## config.mk

```make
export PLATFORM = sky130hd
export DESIGN_NAME = adc_converter_flat
export DESIGN_NICKNAME = d
export VERILOG_FILES = /design/src/rtl/adc_pkg.sv /design/src/rtl/adc_bus_if.sv /design/src/rtl/adc_conv_timer.sv /design/src/rtl/adc_converter.sv /design/src/flat_wrapper.sv
export SDC_FILE = /design/constraint.sdc
export NUM_CORES = 1
export LEC_CHECK = 0
export BUFFER_PORTS_ARGS = -buffer_cell sky130_fd_sc_hd__buf_2
export CAP_MARGIN = 10
export CORE_MARGIN = 2
export CORE_UTILIZATION = 45
export DETAILED_ROUTE_END_ITERATION = 12
export PLACE_DENSITY = 0.73
export SYNTH_ARGS = -nofsm -noshare
export SYNTH_HDL_FRONTEND = slang
export SYNTH_SLANG_ARGS = --single-unit
```

## constraint.sdc

```tcl
create_clock -name ref_clk -period 6.49 [get_ports ref_clk]
set_clock_uncertainty 0.2 [all_clocks]
set_input_delay 1.298 -clock ref_clk [delete_from_list [all_inputs] [get_ports ref_clk]]
set_output_delay 1.298 -clock ref_clk [all_outputs]
set_load 0.05 [all_outputs]
```

## src/rtl/adc_pkg.sv

```systemverilog
// shared constants, types and decode helpers for the converter control block
// ****************************************************************
// Notes on behaviour
// RULE_01: done flag sets when selected conversions end
// RULE_02: flag clears by read-at-one then write zero
// RULE_03: transfer-engine result read also clears flag
// RULE_04: interrupt requested only while enable bit set
// RULE_05: software changes interrupt enable only when idle
// RULE_06: go bit held high through conversion; soft/trigger
// RULE_07: single mode: one conversion, go auto-clears
// RULE_08: multi mode: channels in order, go auto-clears
// RULE_09: scan repeats until go cleared, reset, standby
// RULE_10: mode decode: 00 single, 10 multi, 11 scan
// RULE_11: slow speed 536 states, fast 266 states
// RULE_12: software stops conversion before changing speed
// RULE_13: channel code picks input or group plus count
// RULE_14: software stops conversion before changing channels
// RULE_15: status register resets to 00 incl. standby
// RULE_16: control register resets to 07 incl. standby
// RULE_17: trigger high bit enables falling-edge start
// RULE_18: software changes trigger enables only when idle
// RULE_19: control bits 4,3 read 0; 2..0 read 1
// RULE_20: upper-byte read latches lower byte into holding
// RULE_21: master reads upper byte before lower byte
// RULE_22: result 9..2 upper, 1..0 lower bits 7..6
// RULE_23: inputs n and n+4 share result register n
// RULE_24: writing one to flag does nothing; irq level
// ****************************************************************
package adc_pkg;
    // ************************************************************
    // bus map, byte offsets within the block
    // ************************************************************
    localparam int          ADDR_W      = 5;
    localparam logic [4:0]  OFS_RES_A_HI = 5'h00;  // results A..D at 0x00..0x0E
    localparam logic [4:0]  OFS_RES_END = 5'h0F;
    localparam logic [4:0]  OFS_CSR     = 5'h10;
    localparam logic [4:0]  OFS_CTRL    = 5'h12;

    // ************************************************************
    // field positions and reset values
    // ************************************************************
    localparam int          CSR_FLAG    = 7;
    localparam int          CSR_IRQEN   = 6;
    localparam int          CSR_GO      = 5;
    localparam int          CSR_MULTI   = 4;
    localparam int          CSR_SPEED   = 3;
    localparam int          CTRL_TRG_HI = 7;
    localparam int          CTRL_TRG_LO = 6;
    localparam int          CTRL_SCAN   = 5;
    localparam logic [7:0]  CSR_RST     = 8'h00;
    localparam logic [7:0]  CTRL_RST    = 8'h07;
    localparam logic [7:0]  CTRL_FIXED  = 8'h07;  // bits 2..0 read one, 4..3 zero
    localparam logic [7:0]  CTRL_WMASK  = 8'hE0;
    localparam int          RES_W       = 10;

    // ************************************************************
    // timing: one converter state is one ref_clk period
    // ************************************************************
    localparam int          CLK_HZ      = 20000000;
    localparam int          CONV_SLOW   = 536;    // states, longest time
    localparam int          CONV_FAST   = 266;
    localparam int          CNT_W       = 10;
    localparam logic [9:0]  CONV_SLOW_CYC = 10'(CONV_SLOW - 1);
    localparam logic [9:0]  CONV_FAST_CYC = 10'(CONV_FAST - 1);

    typedef enum logic [1:0] {
        MODE_SINGLE,
        MODE_MULTI,
        MODE_SCAN
    } conv_mode_t;

    // result register window
    function automatic logic is_result(input logic [4:0] a);
        return a <= OFS_RES_END;
    endfunction

    // mode from multi and scan selects; 0/1 treated as single
    function automatic conv_mode_t mode_of(input logic multi, input logic scan);
        if (!multi)
            return MODE_SINGLE;
        return scan ? MODE_SCAN : MODE_MULTI;
    endfunction
endpackage

```

## src/rtl/adc_bus_if.sv

```systemverilog
// peripheral bus between the bus master end and the converter end
`timescale 1ns/1ps
`default_nettype none
interface adc_bus_if;
    logic [4:0]  bus_addr;     // byte offset
    logic        bus_rd;       // read strobe, one cycle
    logic        bus_wr;       // write strobe, one cycle
    logic [7:0]  bus_wdata;
    logic        bus_dma;      // current read issued by transfer engine
    logic [15:0] bus_rdata;    // byte on upper 8 bits
    logic        bus_rvalid;   // one cycle after bus_rd
    logic        done_irq;     // level interrupt request

    modport device (input bus_addr, bus_rd, bus_wr, bus_wdata, bus_dma,
                    output bus_rdata, bus_rvalid, done_irq);
    modport host   (output bus_addr, bus_rd, bus_wr, bus_wdata, bus_dma,
                    input bus_rdata, bus_rvalid, done_irq);
endinterface
`default_nettype wire

```

## src/rtl/adc_conv_timer.sv

```systemverilog
// conversion time counter, pulses once per finished channel
`timescale 1ns/1ps
`default_nettype none
module adc_conv_timer (
    // clock and reset
    input  wire logic ref_clk,
    input  wire logic resetn,
    // control
    input  wire logic run,
    input  wire logic fast,
    // status
    output logic      chan_done
);
    import adc_pkg::*;

    typedef struct packed {
        logic [9:0] cnt;
        logic       done;
    } tmr_t;

    tmr_t cur_ff;
    tmr_t nxt_cur;

    // count while running, restart from zero each channel
    always_comb begin
        nxt_cur      = cur_ff;
        nxt_cur.done = 1'b0;
        if (!run) begin
            nxt_cur.cnt = '0;
        end else if (cur_ff.cnt == (fast ? CONV_FAST_CYC : CONV_SLOW_CYC)) begin  // [RULE_11]
            nxt_cur.cnt  = '0;
            nxt_cur.done = 1'b1;
        end else begin
            nxt_cur.cnt = cur_ff.cnt + 10'h001;
        end
    end

    always_ff @(posedge ref_clk or negedge resetn) begin
        if (!resetn)
            cur_ff <= '0;
        else
            cur_ff <= nxt_cur;
    end

    assign chan_done = cur_ff.done;
endmodule
`default_nettype wire

```

## src/rtl/adc_converter.sv

```systemverilog
// converter end: status/control registers, sequencer, result read path
`timescale 1ns/1ps
`default_nettype none
module adc_converter (
    // clock and reset
    input  wire logic       ref_clk,
    input  wire logic       resetn,
    // peripheral bus
    adc_bus_if.device       bus,
    // power and pins
    input  wire logic       standby,
    input  wire logic       ext_trigger_pin,
    // sampled value of the selected input
    input  wire logic [9:0] sample_value,
    output logic [2:0]      sample_channel
);
    import adc_pkg::*;

    typedef struct packed {
        logic [7:0]  csr;        // flag, irq enable, go, multi, speed, code
        logic [2:0]  trg;        // trigger hi, trigger lo, scan
        logic        armed;      // flag seen at one by a read
        logic [39:0] res;        // four 10-bit results, A in low bits
        logic [7:0]  hold;       // lower byte holding
        logic [1:0]  idx;        // channel within group
        logic [2:0]  trg_sync;
        logic        trg_lvl;    // debounced pin level
        logic [15:0] rdata;
        logic        rvalid;
        logic        irq;
        logic [2:0]  chan;
    } dev_t;

    dev_t       cur_ff;
    dev_t       nxt_cur;
    logic       chan_done;
    conv_mode_t mode;
    logic [1:0] ridx;
    logic [1:0] slot;
    logic       trg_fall;
    logic       last;

    // ************************************************************
    // conversion time
    // ************************************************************
    adc_conv_timer u_timer (
        .ref_clk   (ref_clk),
        .resetn    (resetn),
        .run       (cur_ff.csr[CSR_GO]),
        .fast      (cur_ff.csr[CSR_SPEED]),
        .chan_done (chan_done)
    );

    // ************************************************************
    // next state
    // ************************************************************
    always_comb begin
        nxt_cur        = cur_ff;
        nxt_cur.rvalid = 1'b0;
        mode     = mode_of(cur_ff.csr[CSR_MULTI], cur_ff.trg[0]);  // [RULE_10]
        ridx     = bus.bus_addr[3:2];
        // result slot: single uses code, groups use running index
        slot     = (mode == MODE_SINGLE) ? cur_ff.csr[1:0] : cur_ff.idx;  // [RULE_23]
        last     = (mode == MODE_SINGLE) || (cur_ff.idx == cur_ff.csr[1:0]);  // [RULE_13]
        trg_fall = 1'b0;

        // pin synchroniser, level accepted when stages two and three agree
        nxt_cur.trg_sync = {cur_ff.trg_sync[1:0], ext_trigger_pin};
        if (cur_ff.trg_sync[1] == cur_ff.trg_sync[2]) begin
            nxt_cur.trg_lvl = cur_ff.trg_sync[2];
            trg_fall = cur_ff.trg_lvl && !cur_ff.trg_sync[2];
        end

        // bus reads
        if (bus.bus_rd) begin
            nxt_cur.rvalid = 1'b1;
            nxt_cur.rdata  = 16'h0000;
            if (is_result(bus.bus_addr)) begin
                if (!bus.bus_addr[1]) begin
                    // upper byte direct, lower byte into holding
                    nxt_cur.rdata[15:8] = cur_ff.res[ridx*RES_W+2 +: 8];  // [RULE_22] [RULE_20]
                    nxt_cur.hold = {cur_ff.res[ridx*RES_W +: 2], 6'h00};  // [RULE_22] [RULE_20]
                end else begin
                    nxt_cur.rdata[15:8] = cur_ff.hold;  // [RULE_20]
                end
                if (bus.bus_dma)
                    nxt_cur.csr[CSR_FLAG] = 1'b0;  // [RULE_03]
            end else if (bus.bus_addr == OFS_CSR) begin
                nxt_cur.rdata[15:8] = cur_ff.csr;
                if (cur_ff.csr[CSR_FLAG])
                    nxt_cur.armed = 1'b1;  // [RULE_02]
            end else if (bus.bus_addr == OFS_CTRL) begin
                nxt_cur.rdata[15:8] = {cur_ff.trg, 5'h00} | CTRL_FIXED;  // [RULE_19]
            end
        end

        // bus writes; spare bits a/b and the fixed ones are not stored
        if (bus.bus_wr) begin
            if (bus.bus_addr == OFS_CSR) begin
                nxt_cur.csr[6:0] = bus.bus_wdata[6:0];  // [RULE_06]
                if (!bus.bus_wdata[CSR_FLAG] && cur_ff.armed) begin
                    nxt_cur.csr[CSR_FLAG] = 1'b0;  // [RULE_02] [RULE_24]
                    nxt_cur.armed = 1'b0;
                end
                // fresh start or restart begins at the group head
                if (bus.bus_wdata[CSR_GO] && !cur_ff.csr[CSR_GO])
                    nxt_cur.idx = 2'b00;
            end else if (bus.bus_addr == OFS_CTRL) begin
                nxt_cur.trg = bus.bus_wdata[7:5];  // [RULE_17]
            end
        end

        // accepted external trigger starts a conversion
        if (trg_fall && cur_ff.trg[2] && !cur_ff.csr[CSR_GO]) begin  // [RULE_17]
            nxt_cur.csr[CSR_GO] = 1'b1;  // [RULE_06]
            nxt_cur.idx = 2'b00;
        end

        // end of one channel; a software stop in this cycle wins
        if (chan_done && cur_ff.csr[CSR_GO] && nxt_cur.csr[CSR_GO]) begin
            nxt_cur.res[slot*RES_W +: RES_W] = sample_value;  // [RULE_23]
            if (last) begin
                nxt_cur.csr[CSR_FLAG] = 1'b1;  // [RULE_01]
                nxt_cur.idx = 2'b00;
                if (mode != MODE_SCAN)
                    nxt_cur.csr[CSR_GO] = 1'b0;  // [RULE_07] [RULE_08] [RULE_09]
            end else begin
                nxt_cur.idx = cur_ff.idx + 2'b01;  // [RULE_08]
            end
        end

        // input presented to the sampler
        nxt_cur.chan = (mode == MODE_SINGLE) ? cur_ff.csr[2:0]
                                             : {cur_ff.csr[2], nxt_cur.idx};  // [RULE_13]
        if (!nxt_cur.csr[CSR_FLAG])
            nxt_cur.armed = 1'b0;

        // level request while flag and enable are both one
        nxt_cur.irq = nxt_cur.csr[CSR_FLAG] && nxt_cur.csr[CSR_IRQEN];  // [RULE_04] [RULE_24]

        // standby returns registers to their reset values
        if (standby) begin
            nxt_cur.csr   = CSR_RST;  // [RULE_15] [RULE_09]
            nxt_cur.trg   = CTRL_RST[7:5];  // [RULE_16]
            nxt_cur.res   = '0;
            nxt_cur.hold  = 8'h00;
            nxt_cur.idx   = 2'b00;
            nxt_cur.armed = 1'b0;
            nxt_cur.irq   = 1'b0;
            nxt_cur.chan  = 3'h0;
        end
    end

    // ************************************************************
    // state register
    // ************************************************************
    always_ff @(posedge ref_clk or negedge resetn) begin
        if (!resetn) begin
            cur_ff          <= '0;
            cur_ff.csr      <= CSR_RST;  // [RULE_15]
            cur_ff.trg      <= CTRL_RST[7:5];  // [RULE_16]
            cur_ff.trg_sync <= 3'h7;
            cur_ff.trg_lvl  <= 1'b1;
        end else begin
            cur_ff <= nxt_cur;
        end
    end

    // outputs straight from flops
    assign bus.bus_rdata  = cur_ff.rdata;
    assign bus.bus_rvalid = cur_ff.rvalid;
    assign bus.done_irq   = cur_ff.irq;
    assign sample_channel = cur_ff.chan;
endmodule
`default_nettype wire

```

## src/flat_wrapper.sv

```systemverilog
// flat-port wrapper written by rule: the top's interface ports become plain ports
module adc_converter_flat import adc_pkg::*;
  (ref_clk, resetn, standby, ext_trigger_pin, sample_value, sample_channel, bus_bus_addr, bus_bus_rd, bus_bus_wr, bus_bus_wdata, bus_bus_dma, bus_bus_rdata, bus_bus_rvalid, bus_done_irq);
  adc_bus_if bus_i ();
  input  wire logic ref_clk;
  input  wire logic resetn;
  input  wire logic standby;
  input  wire logic ext_trigger_pin;
  input  wire logic [9:0] sample_value;
  output logic [2:0] sample_channel;
  input wire logic [$bits(bus_i.bus_addr)-1:0] bus_bus_addr;
  input wire logic [$bits(bus_i.bus_rd)-1:0] bus_bus_rd;
  input wire logic [$bits(bus_i.bus_wr)-1:0] bus_bus_wr;
  input wire logic [$bits(bus_i.bus_wdata)-1:0] bus_bus_wdata;
  input wire logic [$bits(bus_i.bus_dma)-1:0] bus_bus_dma;
  output wire logic [$bits(bus_i.bus_rdata)-1:0] bus_bus_rdata;
  output wire logic [$bits(bus_i.bus_rvalid)-1:0] bus_bus_rvalid;
  output wire logic [$bits(bus_i.done_irq)-1:0] bus_done_irq;
  assign bus_i.bus_addr = bus_bus_addr;
  assign bus_i.bus_rd = bus_bus_rd;
  assign bus_i.bus_wr = bus_bus_wr;
  assign bus_i.bus_wdata = bus_bus_wdata;
  assign bus_i.bus_dma = bus_bus_dma;
  assign bus_bus_rdata = bus_i.bus_rdata;
  assign bus_bus_rvalid = bus_i.bus_rvalid;
  assign bus_done_irq = bus_i.done_irq;
  adc_converter u_core (.ref_clk(ref_clk), .resetn(resetn), .bus(bus_i), .standby(standby), .ext_trigger_pin(ext_trigger_pin), .sample_value(sample_value), .sample_channel(sample_channel));
endmodule
```

==> impl_results.md, run 1 <==
* Most common cell on crit path: nor2_1
* Top FF cell, synth: dfrtp_1
* Mapped Area at 4990 um2
* Detailed placer's ending HPWL at 9480 um
* Cell count after synthesis at between 500 and 600
* CTS tree: yes
* Routed Antenna Nets at 0
* Final WS setup at between 2000 and 3000 ps
* Setup Buffers After CTS at 0
* DRC at 0
* Simple-Gate Fraction of Synth Area at 0.196
* Final critical-path required period at roughly 3600 ps
* Initial antenna violation count at 0
* Fin nets at between 500 and 600
* Post-synth ARST share at 1.00
* Place WS at between 2000 and 3000 ps
* Crit path required time at ~6500 ps
* DIE WIDTH at about 110 um
* Synth Area in XOR/XNOR at 0.0158
* Reg area at approximately 2100 um2
* Largest net degree at the start of global routing at 85
* Final Util at 0.490
* Post-synth EDFFs at 0
* Num ports at about 50
* Area grow syn2layout at 6.50%
* Share of cells above drive strength 1 at 0.183
* 1st-pass router iterations at 5
* Distinct cells, synth at 72
* Setup TNS Final at 0 ps
* Largest family of logic cells by synthesized area: compound AO/OA/AOI/OAI gates
* First-pass GRT wire length at about 21000 um
* Synth Area in Compound Gates at 0.199
* Die Area at around 12000 um2
* Maximum root-to-sink buffer count at 2
* Multi-input logic area at 2550 um2
* Final period util at 0.552
* Slew Viols, Final at 0
* Crit. End Element: flop
* Register bit total from synthesis at between 80 and 90
* CTS Buf Count at 9
* Non-filler cells, final at 670
* Diode count at 0
* Buffers on Ports at 42
* Slowest-stage cell, CP: ha_1
* CTS Hold Bufs at 0
* Rows at 38
* Clk root buf: clkbuf_8
* Core Region at 10800 um2
* RePlAce Congestion at roughly 0.98
* Status: complete, no violations
* Crit Path Max Fanout at 23
* LEAKAGE at 2.25 nW
* Placed insts at ~650
* Initial DRC Count at 389
* H-tree depth at 3
* RSZ-0062 raised after global routing: no
* Finish-stage setup viols at 0
* Vias per cell at between 6 and 7
* Hold Path Class: flop to flop
* Maximum vdd drop at ~0.00017 V
* Max-slew headroom at 0.299
* CP startpoint kind: flop
* Final wirelength at between 10000 and 15000 um
* Clock sink count at 84
* Post-synthesis sequential area ratio at 0.423
* Cell Chain, Critical Path: mux2i_4, ha_1, nor2_1, a221oi_1, nor2_1, a22oi_1, o21ai_0
* Skew-Pair Late Insertion Delay at about 370 ps
* Mean routed wirelength per cell at approximately 20 um
* Pwr per Cell Area at between 150 and 200 nW/um2
* Crit path DAT at between 3000 and 4000 ps
* Adder-cell area share of the yosys netlist at 0.0146
* Initial Util at 0.460
* YS warnings at 0
* Crit Path Class: flop to flop
* Vias at 4033
* Clock input transition at the sequential cells of the worst setup and hold paths at approximately 90 ps
* Post-synthesis average cell area at ~10 um2
* Mux cell area share after synthesis at 0.0801
* Overall Global Routing Usage at 0.233
* Max Fclk at between 200 and 300 MHz
* Vias in the first global route at 3823
* Final Hold Vio Count at 0
* PostCTS Resize Cnt at 0
* Filler cells at just over 1000
* Die Height at about 110 um
* Global route total overflow at 0
* Max-cap violation count at 0
* Worst slew pin tran at about 1100 ps
* Largest stage delay, worst path at just over 700 ps
==> area by class of cell <==
cell class	count	area share
clock inverter	6	0.0137
timing repair buffer	42	0.0401
inverter	14	0.00990
sequential	84	0.397
multi-input combinational	374	0.481
tap	140	0.0330
clock buffer	10	0.0259
==> logic make-up (layout without fill, tap and decap cells) <==
logic type / count (synthesis) / in the layout
AOI/OAI and AO/OA: 137 / 137
DFF: 84 / 84
and+or+nand+nor: 188 / 188
xor gates and xnor gates: 9 / 9
other: 1 / 8
buffers and inverters: 62 / 72
muxes: 26 / 26
adders and majority gates: 6 / 6
==> routing by layer <==
layer  share of wire  track usage  vias up
met2            0.48        0.384      184
met4           0.013       0.0434        0
met3           0.072       0.0472       14
met1            0.44        0.322     1968
li1                -            -     1867
met5               0            0        -
==> critical path: cells and delay by family (launching register included) <==
family | cells | cell delay, ps
DFF | 1 | 690
adders and majority gates | 1 | 710
and+or+nand+nor | 2 | 350
muxes | 1 | 600
AOI/OAI and AO/OA | 3 | 900
==> power breakdown <==
group	switching, W	leakage, nW	internal (W)	total [W]
Combinational	0.0000773	1.01	0.0000257	0.000103
Sequential	0.00000442	1.14	0.000531	0.000535
Clock	0.000209	0.0966	0.000192	0.000401
==> worst paths after layout <==
kind,startpoint,endpoint,slack [ps],cells past startpoint
worst min-delay path,u_core.cur_ff[22],u_core.cur_ff[23],160,0
worst max register to register,u_core.cur_ff[83],u_core.cur_ff[65],2910,7
worst min register to register,u_core.cur_ff[22],u_core.cur_ff[23],160,0
worst max-delay path,u_core.cur_ff[83],u_core.cur_ff[65],2910,7
max in group asynchronous,resetn,u_core.cur_ff[49],4500,1
min in group asynchronous,resetn,u_core.cur_ff[79],910,1
==> sequential cells by signal, summed over array words and instances (netlist names) <==
signal / cells
u_core.bus.bus_rvalid: 1
u_core.bus.done_irq: 1
u_core.u_timer.chan_done: 1
u_core.bus.bus_rdata: 8
u_core.sample_channel: 3
u_core.u_timer.cur_ff: 10
u_core.cur_ff: 60
==> synth_stat cells (7+ instances only) <==
cell type,instances,share of area
dfrtp_1,80,0.40
nand2_1,59,0.044
nor2_1,44,0.033
a21oi_1,32,0.032
buf_4,21,0.032
o21ai_0,20,0.020
nand3_1,18,0.018
a22o_1,15,0.026
clkbuf_1,14,0.011
mux2i_1,14,0.028
inv_1,13,0.0098
nand2b_1,13,0.016
mux4_2,10,0.045
buf_2,9,0.0090
nor3_1,8,0.0080
xor2_1,7,0.012
==> per-stage QoR <==
stage	power, W	hold WS [ps]	cell area (um2)
floorplan	0.000618	145	5010
global placement	0.000646	150	5100
detailed placement	0.000648	150	5100
CTS	0.00104	167	5310
global route	0.00107	170	5310
finish	0.00104	163	5310
==> placed cells by master (no fill, tap or decap), types with 7 or more instances in the layout <==
cell / instances
nor2_1: 44
mux4_2: 10
nand3_1: 18
nor3_1: 8
dfrtp_1: 80
mux2i_1: 14
conb_1: 8
clkbuf_8: 10
buf_2: 41
a21oi_1: 32
nand2b_1: 13
xor2_1: 7
o21ai_0: 20
nand2_1: 59
inv_1: 13
a22o_1: 15
Note: power is estimated with default switching activity, not from simulation.
==> inputs of run 2 (changes only) <==
Clock period 6.49 ns to 3.7 ns, I/O delays scaled along.
==> run 2 against run 1 <==
  * Register-to-register slack lost 2500 ps
  * Clock power grew 51%
  * Final cell count grew 1.0%
  * Via count grew 1.4%
  * Routed wire length grew 2.3%
  * Power grew 66%
  * Count of clock-buffer cells in the layout grew 5
  * Critical path depth is the same
  * Utilization grew 0.15 points
  * First-iteration DRC count shrank 0.26%
==> impl_results.md, run 2 (synthesized netlist as in run 1, its figures left out) <==
* Crit Path Max Fanout at 17
* H-tree depth at 3
* Setup Buffers After CTS at 0
* First-pass GRT wire length at about 21000 um
* Most common cell after layout, fill and taps aside: dfrtp_1
* Crit. End Element: flop
* Crit path DAT at around 3400 ps
* Final period util at 0.900
* Clock share of power at 0.351
* 1st-pass router iterations at 5
* Initial DRC Count at just under 400
* Largest net degree at the start of global routing at 85
* PostCTS Resize Cnt at 0
* Area grow syn2layout at 6.83%
* Rows at 38
* Max Fclk at about 300 MHz
* Most frequent cells in the layout: dfrtp_1 (80), nand2_1 (59), nor2_1 (44)
* Sw Pwr at 0.000467 W
* Core Region at 10800 um2
* Combinational share of power at 0.106
* P_int at roughly 0.0013 W
* LEAKAGE at around 2.3 nW
* Worst flop-to-flop path endpoint: u_core.cur_ff[52]
* Hold EP: u_core.cur_ff[23]
* Routed Antenna Nets at 0
* Final wirelength at roughly 13000 um
* Final Hold Vio Count at 0
* Initial Util at 0.460
* CTS tree: yes
* Top reg by flops: u_core.cur_ff
* Diode count at 0
* Sw Ratio at 0.271
* Vias at 4089
* Overall Global Routing Usage at 0.238
* RSZ-0062 raised after global routing: no
* Skew-Pair Late Insertion Delay at around 360 ps
* Mean routed wirelength per cell at 19.8 um
* Worst r2r path cells at 7
* Num ports at between 50 and 60
* CTS Hold Bufs at 0
* Placed Area at just over 5000 um2
* Final critical-path required period at 3330 ps
* Global route total overflow at 0
* Vias per cell at around 6
* Final Util at 0.491
* Reg power frac at 0.543
* Worst hold start: u_core.cur_ff[22]
* Setup TNS Final at 0 ps
* Detailed placer's ending HPWL at between 9000 and 10000 um
* Clk root buf: clkbuf_8
* Fin nets at 567
* Initial antenna violation count at 0
* DRC at 0
* CP startpoint kind: flop
* Worst r2r src: u_core.cur_ff[83]
* Crit Path Class: flop to flop
* Pwr per Cell Area at about 320 nW/um2
* Max-cap violation count at 0
* RePlAce Congestion at 0.944
* Max-slew headroom at 0.288
* Vias in the first global route at between 3000 and 4000
* Hold Path Class: flop to flop
* Worst Hold Depth at 0
* Die Area at between 10000 and 15000 um2
* Buffers on Ports at 42
* Reg2Reg Setup Slack at 370 ps
* Die Height at between 100 and 150 um
* Finished Cell Area at between 5000 and 6000 um2
* Clock sink count at 84
* Finish-stage setup viols at 0
* Slew Viols, Final at 0
* Status: complete, no violations
* Clock input transition at the sequential cells of the worst setup and hold paths at around 80 ps
* DIE WIDTH at about 110 um
* Share of cells above drive strength 1 at 0.186
* Maximum root-to-sink buffer count at 2
* Crit path required time at between 3000 and 4000 ps
* CTS Buf Count at 9
* Maximum vdd drop at between 0.00015 and 0.0002 V
* Worst slew pin tran at roughly 1100 ps
* Max reg flops at 60
## run 2: cell count changes in the layout (fill, tap and decap cells not counted), sizes merged
cell	previous run	this run
clkbuf	10	15
clkinv	1	0
buf	42	49
clkinvlp	3	1
inv	15	14
bufinv	1	0
## run 2: layer usage
metal	track usage	wire length, um	vias up	part of all wire
li1	-	-	1881	-
met1	0.331	5950	2027	0.44
met2	0.376	6360	162	0.47
met3	0.0490	822	19	0.061
met4	0.0732	278	0	0.021
met5	0	0	-	0
## run 2: critical path: stages, from the launching register on
cell     delay (ps)
dfrtp_1         590
mux2i_4         300
buf_4           210
inv_2           230
ha_1            550
nand2_1         240
nor3_1          680
a22o_2          250
## run 2: final cells by class
| type | instances | area [um2] |
|---|---|---|
| Clock buffer | 15 | 166 |
| Clock inverter | 1 | 7.51 |
| Fill cell | 1050 | 5510 |
| Inverter | 14 | 52.6 |
| Multi-Input combinational cell | 374 | 2550 |
| Sequential cell | 84 | 2110 |
| Tap cell | 140 | 175 |
| Timing Repair Buffer | 49 | 265 |
## run 2: worst max-delay path by stage
stage / slack [ps] / cells after the start / start / to
after floorplan: 1000 / 12 / u_core.cur_ff[83] / u_core.cur_ff[55]
after global placement: 510 / 8 / u_core.cur_ff[83] / u_core.cur_ff[71]
after detailed placement: 490 / 7 / u_core.cur_ff[83] / u_core.cur_ff[52]
after CTS: 470 / 7 / u_core.cur_ff[83] / u_core.cur_ff[47]
after global routing: 210 / 7 / u_core.cur_ff[83] / u_core.cur_ff[47]
final: 370 / 7 / u_core.cur_ff[83] / u_core.cur_ff[52]
## run 2: power groups by stage
stage                     registers, W  clock network, W  logic [W]
after floorplan               0.000956                 0   0.000129
after detailed placement      0.000956                 0   0.000182
after global routing          0.000940          0.000657   0.000198
after CTS                     0.000938          0.000614   0.000183
after global placement        0.000956                 0   0.000180
final                         0.000938          0.000605   0.000183
## run 2: stage by stage
| step | worst slack [ps] | hold WS (ps) | power [W] | std cells |
|---|---|---|---|---|
| global route | 214 | 178 | 0.00180 | 677 |
| detailed placement | 493 | 156 | 0.00114 | 661 |
| floorplan | 998 | 145 | 0.00108 | 520 |
| CTS | 470 | 174 | 0.00173 | 677 |
| finish | 369 | 167 | 0.00173 | 677 |
| global placement | 505 | 150 | 0.00114 | 661 |
==> inputs of run 3 (changes only) <==
Settings changed: PLACE_DENSITY 0.73 to 0.75.
Clock period 3.7 ns to 2.75 ns, I/O delays scaled along.
==> run 3 against run 2 <==
  * Flip-flop and latch count unchanged
  * Hold slack got worse by 79 ps
  * Utilization increased by 2.7 points
  * Final cell count increased by 4.7%
  * Via count increased by 6.5%
  * Worst setup slack got worse by 230 ps
  * Sequential share of layout area decreased by 2.1 points
  * Register-to-register slack got worse by 230 ps
  * Fmax increased by 27%
  * Routed wire length increased by 5.2%
  * Non-clock buffer count increased by 31
  * Design area increased by 5.5%
  * Critical path type unchanged
  * Critical endpoint is now u_core.cur_ff[45]
  * Highest routed layer unchanged
==> impl_results.md, run 3 (synthesized netlist as in run 1, its figures left out) <==
* Area grow syn2layout at 12.7%
* Skew-Pair Late Insertion Delay at between 300 and 400 ps
* Multi-input logic area at about 2600 um2
* Final period util at 0.950
* Finish-stage setup viols at 0
* Crit Path Class: flop to flop
* CP startpoint kind: flop
* Maximum vdd drop at between 0.0002 and 0.0003 V
* Fin nets at around 600
* Clock sink count at 84
* Final critical-path required period at 2610 ps
* H-tree depth at 3
* Slew Viols, Final at 0
* Non-filler cells, final at roughly 710
* CTS Buf Count at 9
* LEAKAGE at about 2.4 nW
* Filler cells at between 1000 and 1500
* Top reg by flops: u_core.cur_ff
* Finished Cell Area at between 5000 and 6000 um2
* Largest net degree at the start of global routing at 52
* Final wirelength at about 14000 um
* RSZ-0062 raised after global routing: yes
* Max Fclk at ~380 MHz
* CTS tree: yes
* Clk root buf: clkbuf_8
* First-pass GRT wire length at about 22000 um
* Sw Ratio at 0.279
* Buffers on Ports at 42
* Vias per cell at ~6.1
* Most frequent cells in the layout: dfrtp_1 (80), nand2_1 (59), nor2_1 (43)
* Die Area at approximately 12000 um2
* Status: complete, no violations
* Global route total overflow at 0
* Detailed placer's ending HPWL at 10600 um
* Share of cells above drive strength 1 at 0.243
* Num ports at between 50 and 60
* Crit path DAT at 2660 ps
* Vias at roughly 4400
* Clock share of power at 0.373
* Reg power frac at 0.517
* Placed Area at ~5400 um2
* Pwr per Cell Area at about 430 nW/um2
* Crit Path Max Fanout at 12
* Hold Path Class: input pin to flop
* Most common cell after layout, fill and taps aside: dfrtp_1
* Overall Global Routing Usage at 0.247
* Placed insts at about 700
* Max-cap violation count at 0
* Crit path required time at ~2800 ps
* Max-slew headroom at 0.418
* Setup Buffers After CTS at 0
* Final Hold Vio Count at 0
* RePlAce Congestion at between 0.9 and 1
* DIE WIDTH at ~110 um
* Die Height at around 110 um
* Sw Pwr at between 0.0006 and 0.0007 W
* DRC at 0
* Crit. End Element: flop
* Clock input transition at the sequential cells of the worst setup and hold paths at 90 ps
* Routed Antenna Nets at 0
* Initial DRC Count at roughly 350
* Initial Util at 0.460
* Max reg flops at 60
* Setup TNS Final at 0 ps
* Mean routed wirelength per cell at 19.9 um
* Combinational share of power at 0.109
* 1st-pass router iterations at 5
* Maximum root-to-sink buffer count at 2
* Power, Total at 0.00244 W
* Vias in the first global route at 4248
* Core Region at around 11000 um2
* Worst slew pin tran at between 800 and 900 ps
* P_int at ~0.0018 W
* Rows at 38
* Reg area at 2110 um2
* Initial antenna violation count at 0
run 3: per-layer routing:
layer / vias up / GRT usage / wire length [um]
li1: 1947 / - / -
met1: 2172 / 0.335 / 6210
met2: 198 / 0.398 / 6560
met3: 38 / 0.0418 / 955
met4: 0 / 0.0931 / 395
met5: - / 0 / 0
run 3: cell type report:
cell class,instances,share of cell area
Multi-Input combinational cell,374,0.457
Sequential cell,84,0.375
Timing Repair Buffer,80,0.0913
Tap cell,140,0.0312
Clock buffer,10,0.0227
Clock inverter,6,0.0129
Inverter,14,0.00935
Antenna cell,1,0.000445
run 3: timing repair:
| item | in CTS | in global routing |
|---|---|---|
| hold endpoints to repair | 33 | 0 |
| cloned | 0 | 0 |
| endpoints found under the setup margin | 1 | 11 |
| pin swaps | 0 | 0 |
| gates resized for setup | 1 | 4 |
| hold buffers | 1 | 0 |
run 3: through the flow:
stage / util / hold slack (ps) / setup WS (ps)
detailed placement: 0.497 / 148 / 8.94
CTS: 0.517 / 77.4 / 88.5
finish: 0.518 / 88.2 / 137
floorplan: - / 54.4 / 47.7
global route: 0.518 / 75.1 / -21.4
global placement: 0.497 / 150 / 70.5
run 3: path summary, 6_finish.rpt:
kind                                                 end  slack [ps]  depth (start not counted)         startpoint
worst min-delay path                   u_core.cur_ff[22]          90                          1    ext_trigger_pin
worst max-delay path                   u_core.cur_ff[45]         140                          8  u_core.cur_ff[83]
worst max register to register         u_core.cur_ff[45]         140                          8  u_core.cur_ff[83]
max in group asynchronous              u_core.cur_ff[21]        1210                          3             resetn
worst min register to register         u_core.cur_ff[23]         160                          0  u_core.cur_ff[22]
min in group asynchronous       u_core.sample_channel[0]         480                          2             resetn
run 3: worst max-delay path, cell delays in order (launching register included):
cell and delay, ps:
dfrtp_1 460, nand2b_1 150, nand2_1 80, ha_2 500
mux2i_1 390, nor3_1 80, a21o_1 170, a22o_1 240
a22o_2 220
run 3: power groups by stage:
stage          Sequential, W  Combinational [W]  Clock (W)
4_1_cts              0.00126           0.000266   0.000923
2_1_floorplan        0.00129           0.000173          0
3_5_place_dp         0.00129           0.000264          0
3_3_place_gp         0.00129           0.000260          0
5_1_grt              0.00126           0.000289   0.000967
6_report             0.00126           0.000266   0.000911
